File: src/dhq_pkg.sv
// Constants shared by the diagnostic history queue
package dhq_pkg;
  // ----------------------------------------------------------------
  // Timing
  // ----------------------------------------------------------------
  localparam int unsigned CLK_HZ      = 250_000_000;
  localparam int unsigned TICK_MS     = 1;
  localparam int unsigned TICK_CYC    = CLK_HZ / 1000 * TICK_MS;
  localparam logic [2:0]  PERSIST_MS  = 3'h5;
  localparam logic [7:0]  SURV_DEF_MS = 8'h50;
  // ----------------------------------------------------------------
  // Object indices and subindices
  // ----------------------------------------------------------------
  localparam logic [15:0] OBJ_HIST    = 16'h10f3;
  localparam logic [15:0] OBJ_DSTAT   = 16'hf100;
  localparam logic [15:0] OBJ_CFG     = 16'h2000;
  localparam logic [7:0]  OBJ_DIAG_HI = 8'ha0;
  localparam logic [7:0]  SUB_COUNT   = 8'h00;
  localparam logic [7:0]  SUB_CAP     = 8'h01;
  localparam logic [7:0]  SUB_NEWEST  = 8'h02;
  localparam logic [7:0]  SUB_ACK     = 8'h03;
  localparam logic [7:0]  SUB_NEW     = 8'h04;
  localparam logic [7:0]  SUB_FLAGS   = 8'h05;
  localparam logic [7:0]  SUB_BUF0    = 8'h06;
  localparam logic [7:0]  SUB_STATE   = 8'h01;
  localparam logic [7:0]  SUB_LOST    = 8'h02;
  localparam logic [7:0]  SUB_AUXEN   = 8'h01;
  localparam logic [7:0]  SUB_SURV    = 8'h02;
  // ----------------------------------------------------------------
  // Control flag bits
  // ----------------------------------------------------------------
  localparam int unsigned FLG_EMCY    = 0;
  localparam int unsigned FLG_NO_INFO = 1;
  localparam int unsigned FLG_NO_WARN = 2;
  localparam int unsigned FLG_NO_ERR  = 3;
  localparam int unsigned FLG_ACKMODE = 4;
  localparam int unsigned FLG_W       = 5;
  // ----------------------------------------------------------------
  // Abort codes
  // ----------------------------------------------------------------
  localparam logic [31:0] ABT_RANGE   = 32'h06090030;
  localparam logic [31:0] ABT_HIGH    = 32'h06090031;
  localparam logic [31:0] ABT_LOW     = 32'h06090032;
  localparam logic [31:0] ABT_RO      = 32'h06010002;
  localparam logic [31:0] ABT_NO_OBJ  = 32'h06020000;
  localparam logic [31:0] ABT_NO_SUB  = 32'h06090011;
  // ----------------------------------------------------------------
  // Message word: class in [15:14], source in [7:0]
  // ----------------------------------------------------------------
  localparam logic [1:0]  CLS_INFO    = 2'h1;
  localparam logic [1:0]  CLS_WARN    = 2'h2;
  localparam logic [1:0]  CLS_ERR     = 2'h3;
  localparam logic [7:0]  SRC_SUP     = 8'h01;
  localparam logic [7:0]  SRC_AUX     = 8'h02;
  localparam logic [7:0]  SRC_OUT     = 8'h10;
  localparam logic [7:0]  SRC_LINE    = 8'h20;
endpackage

File: src/dhq_queue.sv
// Diagnostic event collection, output error filter and message history
`timescale 1ns/1ps
// Operation
// - Output switch-on blanks channel errors for programmable 0-255 ms, default 80.
// - Switched-on channel error must persist about 5 ms before reporting.
// - Supply voltage error raises a message, touches no output.
// - Auxiliary supply messages are off after reset until configured on.
// - Port line fault (removal, wrong device, short) raises a message.
// - Up to 64 messages from entry 6 in order; capacity field read-only.
// - Newest-entry field holds entry 6..69 of the latest message.
// - Overwrite mode: overwriting unacknowledged entries zeroes acknowledged field.
// - Overwrite mode: writing 0 discards all and clears fields, new flag and flag bit 5; flag bits 0..4 keep their value.
// - Writing 1..5 to acknowledged field aborts with too-low code.
// - Writing past last entry to acknowledged field aborts with too-high code.
// - Writing an empty entry to acknowledged field aborts with range code.
// - Valid 6..69 write acknowledges that entry and all older, unchecked.
// - Acknowledge mode: writing 0 deletes acknowledged; reading 0 means none.
// - New flag: newest unread (overwrite) or newest differs from acknowledged.
// - Flag bit 0 sends every new message as emergency message.
// - Flag bits 1..3 stop storing info, warning, error messages; default 0.
// - Flag bit 4 selects overwrite or acknowledge history mode.
// - Flag bit 5 read-only: overrun or discard indication.
// - Full buffer wraps to entry 6 keeping the latest messages; acknowledge mode drops new ones while none is acknowledged.
// - Per port an 8-bit state code is reported.
// - Per port an 8-bit lost telegram counter, cleared at start-up.
module dhq_queue
  import dhq_pkg::*;
#(
  parameter int unsigned NP     = 8,        // Ports
  parameter int unsigned CAP    = 64,       // History entries
  parameter int unsigned MS_CYC = TICK_CYC  // Clock cycles per ms
) (
  input  wire logic              mclk,            // Clock, 250 MHz
  input  wire logic              rst_n,           // Async reset, active low
  input  wire logic              ce,              // Clock enable
  input  wire logic              sdo_req,         // Access request pulse
  input  wire logic              sdo_wr,          // 1 write, 0 read
  input  wire logic [15:0]       sdo_index,       // Object index
  input  wire logic [7:0]        sdo_sub,         // Subindex
  input  wire logic [15:0]       sdo_wdata,       // Write data
  output logic                   sdo_done,        // Answer pulse
  output logic [15:0]            sdo_rdata,       // Read data
  output logic                   sdo_abort,       // Access refused
  output logic [31:0]            sdo_abort_code,  // Refusal reason
  input  wire logic              sup_fault_pin,   // System supply out of range
  input  wire logic              aux_fault_pin,   // Auxiliary supply out of range
  input  wire logic [NP-1:0]     out_cmd,         // Commanded output states
  input  wire logic [NP-1:0]     out_act_pin,     // Actual output levels
  input  wire logic [NP-1:0]     line_fault_pin,  // Port line faults
  input  wire logic [NP*8-1:0]   port_state,      // Port state codes
  input  wire logic [NP-1:0]     lost_tel,        // Lost telegram pulses
  input  wire logic [NP-1:0]     port_startup,    // Port start-up pulses
  output logic                   emcy_valid,      // Emergency message pulse
  output logic [15:0]            emcy_msg,        // Emergency message word
  output logic                   hist_new         // New messages flag
);
  localparam int unsigned AW = $clog2(CAP);
  localparam int unsigned CW = AW + 1;
  localparam int unsigned NS = 2 + 2 * NP;
  localparam int unsigned TW = $clog2(MS_CYC + 1);
  localparam logic [7:0]  LAST_SUB = 8'(CAP) + SUB_BUF0 - 8'h01;

  if (CAP < 2 || CAP > 64 || (CAP & (CAP - 1)) != 0) begin : g_bad_cap
    $error("CAP must be a power of two from 2 to 64");
  end
  if (NP < 1 || NP > 16 || MS_CYC < 2) begin : g_bad_np
    $error("NP must be 1 to 16 and MS_CYC at least 2");
  end

  typedef struct packed {
    logic                     sup_m, sup_s, aux_m, aux_s;
    logic [NP-1:0]            act_m, act_s, lf_m, lf_s;
    logic [TW-1:0]            tick_cnt;
    logic                     tick;
    logic [NP-1:0]            cmd_q, ofault;
    logic [NP-1:0][7:0]       blank;
    logic [NP-1:0][2:0]       persist;
    logic [NP-1:0][7:0]       lost;
    logic [NS-1:0]            cond_q, pend_on, pend_off;
    logic [CAP-1:0][15:0]     mem;
    logic [AW-1:0]            wr;
    logic [CW-1:0]            cnt, ackd;
    logic [7:0]               newest, ack, surv;
    logic                     new_ow, ovr, auxen;
    logic [FLG_W-1:0]         flags;
    logic                     sdo_done, sdo_abort, emcy_valid, hist_new;
    logic [15:0]              sdo_rdata, emcy_msg;
    logic [31:0]              sdo_abort_code;
  } dhq_state_t;

  dhq_state_t st_r, st_nxt;

  logic [NS-1:0] cond;
  logic [NS-1:0] svc;
  logic          any_on, any_off, take, store, do_wr, hist_wr, diag_hit;
  logic [15:0]   msg;
  logic [AW-1:0] oldest, slot, off;
  logic [3:0]    port_n;

  // ----------------------------------------------------------------
  // Helpers
  // ----------------------------------------------------------------
  function automatic logic [NS-1:0] first_one(input logic [NS-1:0] v);
    logic [NS-1:0] r;
    r = '0;
    for (int i = NS - 1; i >= 0; i--) begin
      if (v[i]) begin
        r = '0;
        r[i] = 1'b1;
      end
    end
    return r;
  endfunction

  function automatic logic [7:0] src_of(input logic [NS-1:0] oh);
    logic [7:0] r;
    r = SRC_SUP;
    for (int i = 1; i < NS; i++) begin
      if (oh[i]) begin
        if (i == 1) r = SRC_AUX;
        else if (i < NP + 2) r = SRC_OUT + 8'(i - 2);
        else r = SRC_LINE + 8'(i - 2 - NP);
      end
    end
    return r;
  endfunction

  function automatic logic is_buf(input logic [7:0] sub);
    return sub >= SUB_BUF0 && sub <= LAST_SUB;
  endfunction

  // ----------------------------------------------------------------
  // Next state
  // ----------------------------------------------------------------
  always_comb begin
    st_nxt   = st_r;
    cond     = '0;
    svc      = '0;
    any_on   = 1'b0;
    any_off  = 1'b0;
    take     = 1'b0;
    store    = 1'b0;
    do_wr    = 1'b0;
    msg      = '0;
    oldest   = st_r.wr - AW'(st_r.cnt);
    slot     = AW'(sdo_wdata[7:0] - SUB_BUF0);
    off      = slot - oldest;
    port_n   = sdo_index[7:4];
    hist_wr  = sdo_req && sdo_wr && sdo_index == OBJ_HIST;
    diag_hit = sdo_index[15:8] == OBJ_DIAG_HI && sdo_index[3:0] == 4'h0 && 32'(port_n) < NP;

    // Pin synchronisers, second stage only is read
    st_nxt.sup_m = sup_fault_pin;
    st_nxt.sup_s = st_r.sup_m;
    st_nxt.aux_m = aux_fault_pin;
    st_nxt.aux_s = st_r.aux_m;
    st_nxt.act_m = out_act_pin;
    st_nxt.act_s = st_r.act_m;
    st_nxt.lf_m  = line_fault_pin;
    st_nxt.lf_s  = st_r.lf_m;

    // Millisecond tick
    st_nxt.tick = 1'b0;
    if (st_r.tick_cnt == TW'(MS_CYC - 1)) begin
      st_nxt.tick_cnt = '0;
      st_nxt.tick     = 1'b1;
    end else begin
      st_nxt.tick_cnt = st_r.tick_cnt + 1'b1;
    end

    // Output error filter; tick granularity makes the persist time 4 to 5 ms
    st_nxt.cmd_q = out_cmd;
    for (int c = 0; c < NP; c++) begin
      if (out_cmd[c] && !st_r.cmd_q[c]) begin
        st_nxt.blank[c]   = st_r.surv;
        st_nxt.persist[c] = '0;
        st_nxt.ofault[c]  = 1'b0;
      end else if (!out_cmd[c]) begin
        st_nxt.blank[c]   = '0;
        st_nxt.persist[c] = '0;
        st_nxt.ofault[c]  = 1'b0;
      end else if (st_r.blank[c] != 8'h00) begin
        if (st_r.tick) begin
          st_nxt.blank[c] = st_r.blank[c] - 8'h01;
        end
      end else if (out_cmd[c] != st_r.act_s[c]) begin
        if (st_r.tick && st_r.persist[c] != PERSIST_MS) begin
          st_nxt.persist[c] = st_r.persist[c] + 3'h1;
        end
        if (st_r.persist[c] == PERSIST_MS) begin
          st_nxt.ofault[c] = 1'b1;
        end
      end else begin
        st_nxt.persist[c] = '0;
        st_nxt.ofault[c]  = 1'b0;
      end
    end

    // Lost telegram counters
    for (int p = 0; p < NP; p++) begin
      if (port_startup[p]) begin
        st_nxt.lost[p] = 8'h00;
      end else if (lost_tel[p]) begin
        st_nxt.lost[p] = st_r.lost[p] + 8'h01;
      end
    end

    // Event sources; supply faults only report, no output is gated by them
    cond[0] = st_r.sup_s;
    cond[1] = st_r.aux_s && st_r.auxen;
    cond[NP+1:2] = st_r.ofault;
    cond[NS-1:NP+2] = st_r.lf_s;
    st_nxt.cond_q = cond;

    // One message per cycle; held off while the history is being written
    any_on  = |st_r.pend_on;
    any_off = |st_r.pend_off;
    take    = (any_on || any_off) && !hist_wr;
    if (take && any_on) begin
      svc = first_one(st_r.pend_on);
      msg = {(svc[1] ? CLS_WARN : CLS_ERR), 6'h00, src_of(svc)};
      st_nxt.pend_on = st_r.pend_on & ~svc;
    end else if (take) begin
      svc = first_one(st_r.pend_off);
      msg = {CLS_INFO, 6'h00, src_of(svc)};
      st_nxt.pend_off = st_r.pend_off & ~svc;
    end
    // New edges win over the service clear
    st_nxt.pend_on  = st_nxt.pend_on | (cond & ~st_r.cond_q);
    st_nxt.pend_off = st_nxt.pend_off | (~cond & st_r.cond_q);

    st_nxt.emcy_valid = take && st_r.flags[FLG_EMCY];
    if (take) begin
      st_nxt.emcy_msg = msg;
    end
    store = take && !(msg[15:14] == CLS_INFO && st_r.flags[FLG_NO_INFO])
                 && !(msg[15:14] == CLS_WARN && st_r.flags[FLG_NO_WARN])
                 && !(msg[15:14] == CLS_ERR && st_r.flags[FLG_NO_ERR]);

    // Object access
    st_nxt.sdo_done = sdo_req;
    if (sdo_req) begin
      st_nxt.sdo_abort      = 1'b0;
      st_nxt.sdo_abort_code = '0;
      st_nxt.sdo_rdata      = '0;
      if (sdo_index == OBJ_HIST) begin
        if (sdo_wr && sdo_sub == SUB_ACK) begin
          if (sdo_wdata == 16'h0000) begin
            if (!st_r.flags[FLG_ACKMODE]) begin
              st_nxt.cnt    = '0;
              st_nxt.ackd   = '0;
              st_nxt.wr     = '0;
              st_nxt.newest = 8'h00;
              st_nxt.ack    = 8'h00;
              st_nxt.new_ow = 1'b0;
              st_nxt.ovr    = 1'b0;
            end else begin
              st_nxt.cnt  = st_r.cnt - st_r.ackd;
              st_nxt.ackd = '0;
              st_nxt.ack  = 8'h00;
              if (st_r.cnt == st_r.ackd) begin
                st_nxt.newest = 8'h00;
              end
            end
          end else if (sdo_wdata < 16'(SUB_BUF0)) begin
            st_nxt.sdo_abort      = 1'b1;
            st_nxt.sdo_abort_code = ABT_LOW;
          end else if (sdo_wdata > 16'(LAST_SUB)) begin
            st_nxt.sdo_abort      = 1'b1;
            st_nxt.sdo_abort_code = ABT_HIGH;
          end else if ({1'b0, off} >= st_r.cnt) begin
            st_nxt.sdo_abort      = 1'b1;
            st_nxt.sdo_abort_code = ABT_RANGE;
          end else begin
            st_nxt.ack  = sdo_wdata[7:0];
            st_nxt.ackd = {1'b0, off} + 1'b1;
          end
        end else if (sdo_wr && sdo_sub == SUB_FLAGS) begin
          st_nxt.flags = sdo_wdata[FLG_W-1:0];
        end else if (sdo_wr && (sdo_sub <= LAST_SUB)) begin
          st_nxt.sdo_abort      = 1'b1;
          st_nxt.sdo_abort_code = ABT_RO;
        end else if (sdo_sub == SUB_COUNT) begin
          st_nxt.sdo_rdata = {8'h00, LAST_SUB};
        end else if (sdo_sub == SUB_CAP) begin
          st_nxt.sdo_rdata = 16'(CAP);
        end else if (sdo_sub == SUB_NEWEST) begin
          st_nxt.sdo_rdata = {8'h00, st_r.newest};
        end else if (sdo_sub == SUB_ACK) begin
          st_nxt.sdo_rdata = {8'h00, st_r.ack};
        end else if (sdo_sub == SUB_NEW) begin
          st_nxt.sdo_rdata = {15'h0000, st_r.hist_new};
        end else if (sdo_sub == SUB_FLAGS) begin
          st_nxt.sdo_rdata = {10'h000, st_r.ovr, st_r.flags};
        end else if (is_buf(sdo_sub)) begin
          st_nxt.sdo_rdata = st_r.mem[AW'(sdo_sub - SUB_BUF0)];
          if (sdo_sub == st_r.newest) begin
            st_nxt.new_ow = 1'b0;
          end
        end else begin
          st_nxt.sdo_abort      = 1'b1;
          st_nxt.sdo_abort_code = ABT_NO_SUB;
        end
      end else if (sdo_index == OBJ_CFG && (sdo_sub == SUB_AUXEN || sdo_sub == SUB_SURV)) begin
        if (sdo_wr && sdo_sub == SUB_AUXEN) begin
          st_nxt.auxen = sdo_wdata[0];
        end else if (sdo_wr) begin
          st_nxt.surv = sdo_wdata[7:0];
        end else begin
          st_nxt.sdo_rdata = {8'h00, (sdo_sub == SUB_AUXEN) ? {7'h00, st_r.auxen} : st_r.surv};
        end
      end else if (diag_hit && (sdo_sub == SUB_STATE || sdo_sub == SUB_LOST)) begin
        if (sdo_wr) begin
          st_nxt.sdo_abort      = 1'b1;
          st_nxt.sdo_abort_code = ABT_RO;
        end else if (sdo_sub == SUB_STATE) begin
          st_nxt.sdo_rdata = {8'h00, port_state[port_n*8 +: 8]};
        end else begin
          st_nxt.sdo_rdata = {8'h00, st_r.lost[port_n]};
        end
      end else if (sdo_index == OBJ_DSTAT && sdo_sub != 8'h00 && 32'(sdo_sub) <= NP) begin
        if (sdo_wr) begin
          st_nxt.sdo_abort      = 1'b1;
          st_nxt.sdo_abort_code = ABT_RO;
        end else begin
          st_nxt.sdo_rdata = {8'h00, port_state[(sdo_sub - 8'h01)*8 +: 8]};
        end
      end else begin
        st_nxt.sdo_abort      = 1'b1;
        st_nxt.sdo_abort_code = ABT_NO_OBJ;
      end
    end

    // History store; never in the same cycle as a history write
    if (store) begin
      do_wr = 1'b1;
      if (st_r.cnt == CW'(CAP)) begin
        if (st_r.ackd != '0) begin
          st_nxt.ackd = st_r.ackd - 1'b1;
          if (st_r.ackd == CW'(1)) begin
            st_nxt.ack = 8'h00;
          end
        end else if (st_r.flags[FLG_ACKMODE]) begin
          do_wr      = 1'b0;
          st_nxt.ovr = 1'b1;
        end else begin
          st_nxt.ack = 8'h00;
          st_nxt.ovr = 1'b1;
        end
      end else begin
        st_nxt.cnt = st_r.cnt + 1'b1;
      end
      if (do_wr) begin
        st_nxt.mem[st_r.wr] = msg;
        st_nxt.newest       = 8'(st_r.wr) + SUB_BUF0;
        st_nxt.wr           = st_r.wr + 1'b1;
        st_nxt.new_ow       = 1'b1;
      end
    end
    st_nxt.hist_new = st_nxt.flags[FLG_ACKMODE] ? (st_nxt.newest != st_nxt.ack)
                                                : st_nxt.new_ow;
  end

  // ----------------------------------------------------------------
  // State register
  // ----------------------------------------------------------------
  always_ff @(posedge mclk or negedge rst_n) begin
    if (!rst_n) begin
      st_r      <= '0;
      st_r.surv <= SURV_DEF_MS;
    end else if (ce) begin
      st_r <= st_nxt;
    end
  end

  assign sdo_done       = st_r.sdo_done;
  assign sdo_rdata      = st_r.sdo_rdata;
  assign sdo_abort      = st_r.sdo_abort;
  assign sdo_abort_code = st_r.sdo_abort_code;
  assign emcy_valid     = st_r.emcy_valid;
  assign emcy_msg       = st_r.emcy_msg;
  assign hist_new       = st_r.hist_new;
endmodule

File: config.mk
export PLATFORM = sky130hd
export DESIGN_NAME = dhq_queue
export DESIGN_NICKNAME = d
export VERILOG_FILES = /design/src/dhq_pkg.sv /design/src/dhq_queue.sv
export SDC_FILE = /design/constraint.sdc
export NUM_CORES = 2
export LEC_CHECK = 0
export BUFFER_PORTS_ARGS = -buffer_cell sky130_fd_sc_hd__buf_2
export CORE_ASPECT_RATIO = 1.4
export CORE_MARGIN = 1.5
export CORE_UTILIZATION = 56
export CTS_BUF_LIST = sky130_fd_sc_hd__clkbuf_4
export DETAILED_ROUTE_END_ITERATION = 16
export PLACE_DENSITY_LB_ADDON = 0.3
export SETUP_SLACK_MARGIN = 0.2
export SLEW_MARGIN = 30
export SYNTH_ARGS = -nofsm -noshare
export SYNTH_HDL_FRONTEND = slang
export SYNTH_SLANG_ARGS = --single-unit
File: constraint.sdc
create_clock -name mclk -period 5.84 [get_ports mclk]
set_input_delay 0 -clock mclk [delete_from_list [all_inputs] [get_ports mclk]]
set_output_delay 0 -clock mclk [all_outputs]
set_load 0.005 [all_outputs]
Word-level counts from Yosys, hierarchy flattened
Cells that the tools add are included.
- register bits: 1421
- input port bits: 151
- output and inout port bits: 68
- word-level logic and storage cells: 721
- add/subtract/negate cells: 36
- magnitude comparators: 11
- equal/unequal tests: 82
- shifts and indexed selects: 2
- muxes and demuxes: 334
- bitwise operators: 13
- reductions and logical operators: 115
- operators by type and width (operator ; count):
    $bwmux W1024 ; 1
    $mux W8 ; 103
    $mux W18 ; 43
    $mux W27 ; 14
    $mux W16 ; 16
    $mux W32 ; 5
    $mux W3 ; 40
    $mux W36 ; 3
    $bmux W16 S6 ; 1
    $demux W16 S6 ; 1
    $mux W1 ; 84
    $reduce_and A3 Y1 ; 25
    $and A18 B18 Y18 ; 4
    $not A18 Y18 ; 4
    $reduce_bool A8 Y1 ; 9
    $add A8 B1 Y8 const B ; 8
    $ne A4 B3 Y1 const B ; 16
    $shiftx A64 B33 Y8 ; 1
    $shiftx A64 B8 Y8 ; 1
    $sub A8 B1 Y8 const B ; 8
    $mux W52 ; 1
    $mux W7 ; 7
    $ne A3 B1 Y1 const B ; 16
    $ne A3 B3 Y1 const B ; 16
    other kinds (58) ; 166

Logic depth before layout (Yosys ltp)
- depth after elaboration: 50
- gate-level depth with buffers: 21
- mapped depth without buffers: 20

Worst setup path after synthesis
No wires, ideal clock.
- path kind: reg2reg
- from: register st_r[115] (netlist bit)
- to: register st_r, in the netlist hist_new
- library setup time: 0.082 ns
- arrival time: 4.390 ns
- data required time: 5.758 ns
- path slack: 1.368 ns
- stages on the path, launching flop included: 21
- buffers on the path: 1
- clock period less this slack: 4.472 ns
- cells stage by stage: dfrtp_1 ha_1 inv_1 fa_1 ha_1 fa_1 a21o_1 a21oi_1 xnor2_1 ha_1 and4b_1 o21ai_0 o211a_1 and2_1 and2_1 clkbuf_1 nor3_1 a211oi_1 nor3b_1 or3_1 a31oi_1
- longest elaborated chain between the ends: 16
- elaborated cells between the ends (all ways): 19
- those cells by class: add/sub: 3; order compare: 1; eq/ne: 1; mux: 14
- RTL lines (element ; RTL line ; source):
    start: declaration ; dhq_queue.sv:91 ; dhq_state_t st_r, st_nxt;
    start signal: assignment ; dhq_queue.sv:372 ; st_r <= st_nxt;
    $sub A6 B6 Y6 ; dhq_queue.sv:145 ; oldest = st_r.wr - AW'(st_r.cnt);
    $sub A6 B6 Y6 ; dhq_queue.sv:147 ; off = slot - oldest;
    $ge A6 B7 Y1 ; dhq_queue.sv:271 ; end else if ({1'b0, off} >= st_r.cnt) begin
    $mux W8 ; dhq_queue.sv:271 ;
    $mux W8 ; dhq_queue.sv:268 ; end else if (sdo_wdata > 16'(LAST_SUB)) begin
    $mux W8 ; dhq_queue.sv:265 ; end else if (sdo_wdata < 16'(SUB_BUF0)) begin
    $mux W8 ; dhq_queue.sv:248 ; if (sdo_wdata == 16'h0000) begin
    $mux W36 ; dhq_queue.sv:247 ; if (sdo_wr && sdo_sub == SUB_ACK) begin
    $mux W36 ; dhq_queue.sv:246 ; if (sdo_index == OBJ_HIST) begin
    $mux W52 ; dhq_queue.sv:242 ; if (sdo_req) begin
    $mux W8 (on tied branches) ; dhq_queue.sv:343, dhq_queue.sv:340 ;
    $mux W8 ; dhq_queue.sv:338 ; if (st_r.ackd != '0) begin
    $mux W8 ; dhq_queue.sv:337 ; if (st_r.cnt == CW'(CAP)) begin
    $mux W36 (*) ; dhq_queue.sv:335 ; if (store) begin
    $ne A8 B8 Y1 (*) ; dhq_queue.sv:360 ; st_nxt.hist_new = st_nxt.flags[FLG_ACKMODE] ? (st_nxt.newest != st_nxt.ack)
    $mux W1 (*) ; dhq_queue.sv:360 ;
Every way passes the cells marked *; elsewhere a longest branch is shown, timed or not.
A chain may end at the register's enable or synchronous reset.

Worst setup path in the final report
- from: register st_r[115] (netlist bit)
- to: register st_r[90] (netlist bit)
- longest elaborated chain between the ends: 14
- elaborated cells between the ends (all ways): 15
- those cells by class: add/sub: 2; order compare: 1; mux: 12
- RTL lines (element ; RTL line):
    $sub A6 B6 Y6 (*) ; dhq_queue.sv:145
    $sub A6 B6 Y6 (*) ; dhq_queue.sv:147
    $ge A6 B7 Y1 (*) ; dhq_queue.sv:271
    $mux W8 (*) ; dhq_queue.sv:271
    $mux W8 (*) ; dhq_queue.sv:268
    $mux W8 (*) ; dhq_queue.sv:265
    $mux W8 (*) ; dhq_queue.sv:248
    $mux W36 (*) ; dhq_queue.sv:247
    $mux W36 (*) ; dhq_queue.sv:246
    $mux W52 (*) ; dhq_queue.sv:242
    $mux W8 (on tied branches) ; dhq_queue.sv:343, dhq_queue.sv:340
    $mux W8 ; dhq_queue.sv:338
    $mux W8 ; dhq_queue.sv:337
    $mux W36 (*) ; dhq_queue.sv:335
Marked as above.

==> metrics.txt <==
RR Startpoint=st_r[115]; fill cell count=5883; Met1 Wirelength=45.7 mm; total routed wirelength=117 mm; placed cell area=0.0434 mm²; Cells after Synth=4297; I/O pins=219; Min Clock Period, post-route=5180 ps; share of cells above drive strength 1=17.4%; Post-DP HPWL=76.3 mm; # DRC=0; WP data arrival=6170 ps; post-route cell area=0.0481 mm²; H-tree levels=4; Tightest Pin Transition=970 ps; Top Layer Used=met4; Max FO, Critical Path=16; Horiz. Die Dim=235 µm; Pwr Density=354 mW/mm²; fin nets=4885; DR WL met2=57.4 mm; Area contributors post-synth=dfrtp_1, mux4_2, nand2_1; top-count cell post-synth=nand2_1; status=completed; clock buffer depth=3; Final Max Tran Viols=0; Final setup violation count=0; synthesized cell area=0.0422 mm²; Final Cycle Share=88.7%; Setup Skew=113 ps; CP required=6840 ps; Port Buffer Count=180; CP endpoint kind=flop; Core Area=0.0749 mm²; Reg clk slew, reported paths=70 ps; top post-synthesis cells by count=nand2_1, dfrtp_1, o21ai_0; min-delay worst type=input pin to flop; GRT Residual Overflow=0; met3 WL post-DR=7.70 mm; register area=0.0201 mm²; Routed wire per std cell=20.3 µm; clock insertion delay at the later pin of the skew report=1100 ps; Via density=6.09; Post-synth EDFFs=0; hold path start=sdo_wdata[5]; Die Y=328 µm; Synth top area share=47.5%; GR Util All Layers=30.8%; R2R depth=16; Row Count=119; drt first pass iters=7; Die ar.=0.0771 mm²; Max IR drop VDD=234 µV; WS Path Type=flop to flop; Max Clk Rate=193 MHz; number of antenna violations at the first check in global routing=2; Seq cells post-synth=804; sequential share of the synthesized area=47.6%; reg2reg end=st_r[90]; top_reg_cell synth=dfrtp_1; setup TNS=0 ps; Fin. Hold Viols=0; LEAKAGE=21.4 nW; Multi-input gate area=0.0203 mm²; gpl congestion=0.949; first-pass GRT wire length=188 mm; Initial Utilization=56.4%; Synth Warn #=0; Hold Path End=st_r[89]; ys async rst share=100%; Syn Area/Cell=9.83 µm²; Worst R2R Setup Slack=660 ps; CTS tree=built; RSZ-0062 raised after global routing=false; Yosys cell types=82; Synth area leader=dfrtp_1; CTS Buf Count=194; setup repair bufs after CTS=0; DRT iter0 DRCs=3165; Area Overhead vs Synth=13.8%; relative slew slack=35.3%; vias in the first global route=34700; Final ANT Viol Nets=0; hold path cells=5; Max Cap Viol=0; Worst setup SP type=flop; Sink Count=804; Vias=35000; largest net degree at the start of global routing=163; Root Driver=clkbuf_4
[worst max-delay path, cell delays in order (launching register included)]
cell and delay (ps):
dfrtp_1 480, ha_1 320, inv_1 50, fa_1 450
ha_1 230, fa_1 420, a21o_1 180, a21oi_1 170
xnor2_1 210, ha_1 310, and4b_1 190, o21ai_0 70
o211a_1 230, nand3_1 450, nor2_1 580, a22o_1 220
dlygate4sd3_1 540
[registers in the layout, summed over array words and instances (netlist names)]
name,flops
emcy_msg,7
sdo_done,1
sdo_abort_code,7
sdo_rdata,10
st_r,742
hist_new,1
cond,17
emcy_valid,1
st_nxt,18
[cells by family after synthesis]
kind of cell             synth area share, %
flip-flops                              47.6
AND/OR/NAND/NOR                         15.0
adder cells (fa/ha/maj)                 2.95
other                                0.00888
buffers and inverters                   4.74
multiplexers                            12.0
AO/OA/AOI/OAI                           16.1
XOR/XNOR                                1.51
[where the power goes]
| group | internal [mW] | switching (mW) | total (mW) |
|---|---|---|---|
| combinational | 2.06 | 2.76 | 4.82 |
| clock | 2.33 | 2.32 | 4.65 |
| sequential | 6.70 | 0.832 | 7.53 |
[stage by stage]
stage                     instances  utilization (%)  hold slack [ps]  power, mW  worst slack [ps]
after global placement         5190             57.9             67.2       12.1               960
after CTS                      5747             64.1             6.40       17.0               757
final                          5752             64.2             84.9       17.0               662
after global routing           5752             64.2             35.4       18.1               430
after floorplan                4334                -             -296       10.8              1370
after detailed placement       5190             57.9             67.8       12.2               869
[worst max-delay path by stage]
| stage | startpoint | end | slack, ps | cells past startpoint |
|---|---|---|---|---|
| finish | st_r[115] | st_r[90] | 660 | 16 |
| global route | st_r[109] | st_r[90] | 430 | 16 |
| CTS | st_r[115] | st_r[90] | 760 | 16 |
| detailed placement | st_r[115] | hist_new | 870 | 18 |
| global placement | st_r[115] | hist_new | 960 | 18 |
| floorplan | st_r[115] | hist_new | 1370 | 20 |
[routing by layer]
metal / GRT usage, % / vias up
met1: 37.6 / 17200
met4: 16.4 / 0
li1: - / 16100
met2: 51.9 / 1362
met3: 6.06 / 416
met5: 0 / -
[final cells by class]
class,count,area share (%)
clock buffers,286,4.47
repair buffers,437,7.33
clock inverters,52,0.594
inverters,121,0.945
well taps,968,2.52
diodes,4,0.0208
multi-input cells,3080,42.3
flip-flops and latches,804,41.9
[layout by cell type (no fill, tap or decap), types with 19 or more instances in the layout]
cell type	count
nand2_1	830
dfrtp_1	802
o21ai_0	579
clkbuf_4	286
dlygate4sd3_1	217
mux4_2	185
buf_2	176
nor2_1	175
o21ai_1	167
a21oi_1	156
inv_1	120
ha_1	89
nand3_1	86
nor3_1	74
mux2_2	54
xnor2_1	47
conb_1	38
a22o_1	35
clkinv_1	35
a31oi_1	34
buf_4	32
nor4_1	31
and3_1	31
o31ai_1	31
mux2i_1	31
nor2b_1	26
xor2_1	23
a21o_1	23
nand4_1	23
nand2b_1	22
a32o_1	19
[what timing repair did]
action,4_1_cts,5_1_grt
hold buffers,219,0
endpoints found under the hold margin,1132,0
gates resized for setup,0,0
(Power assumes the default switching activity.)
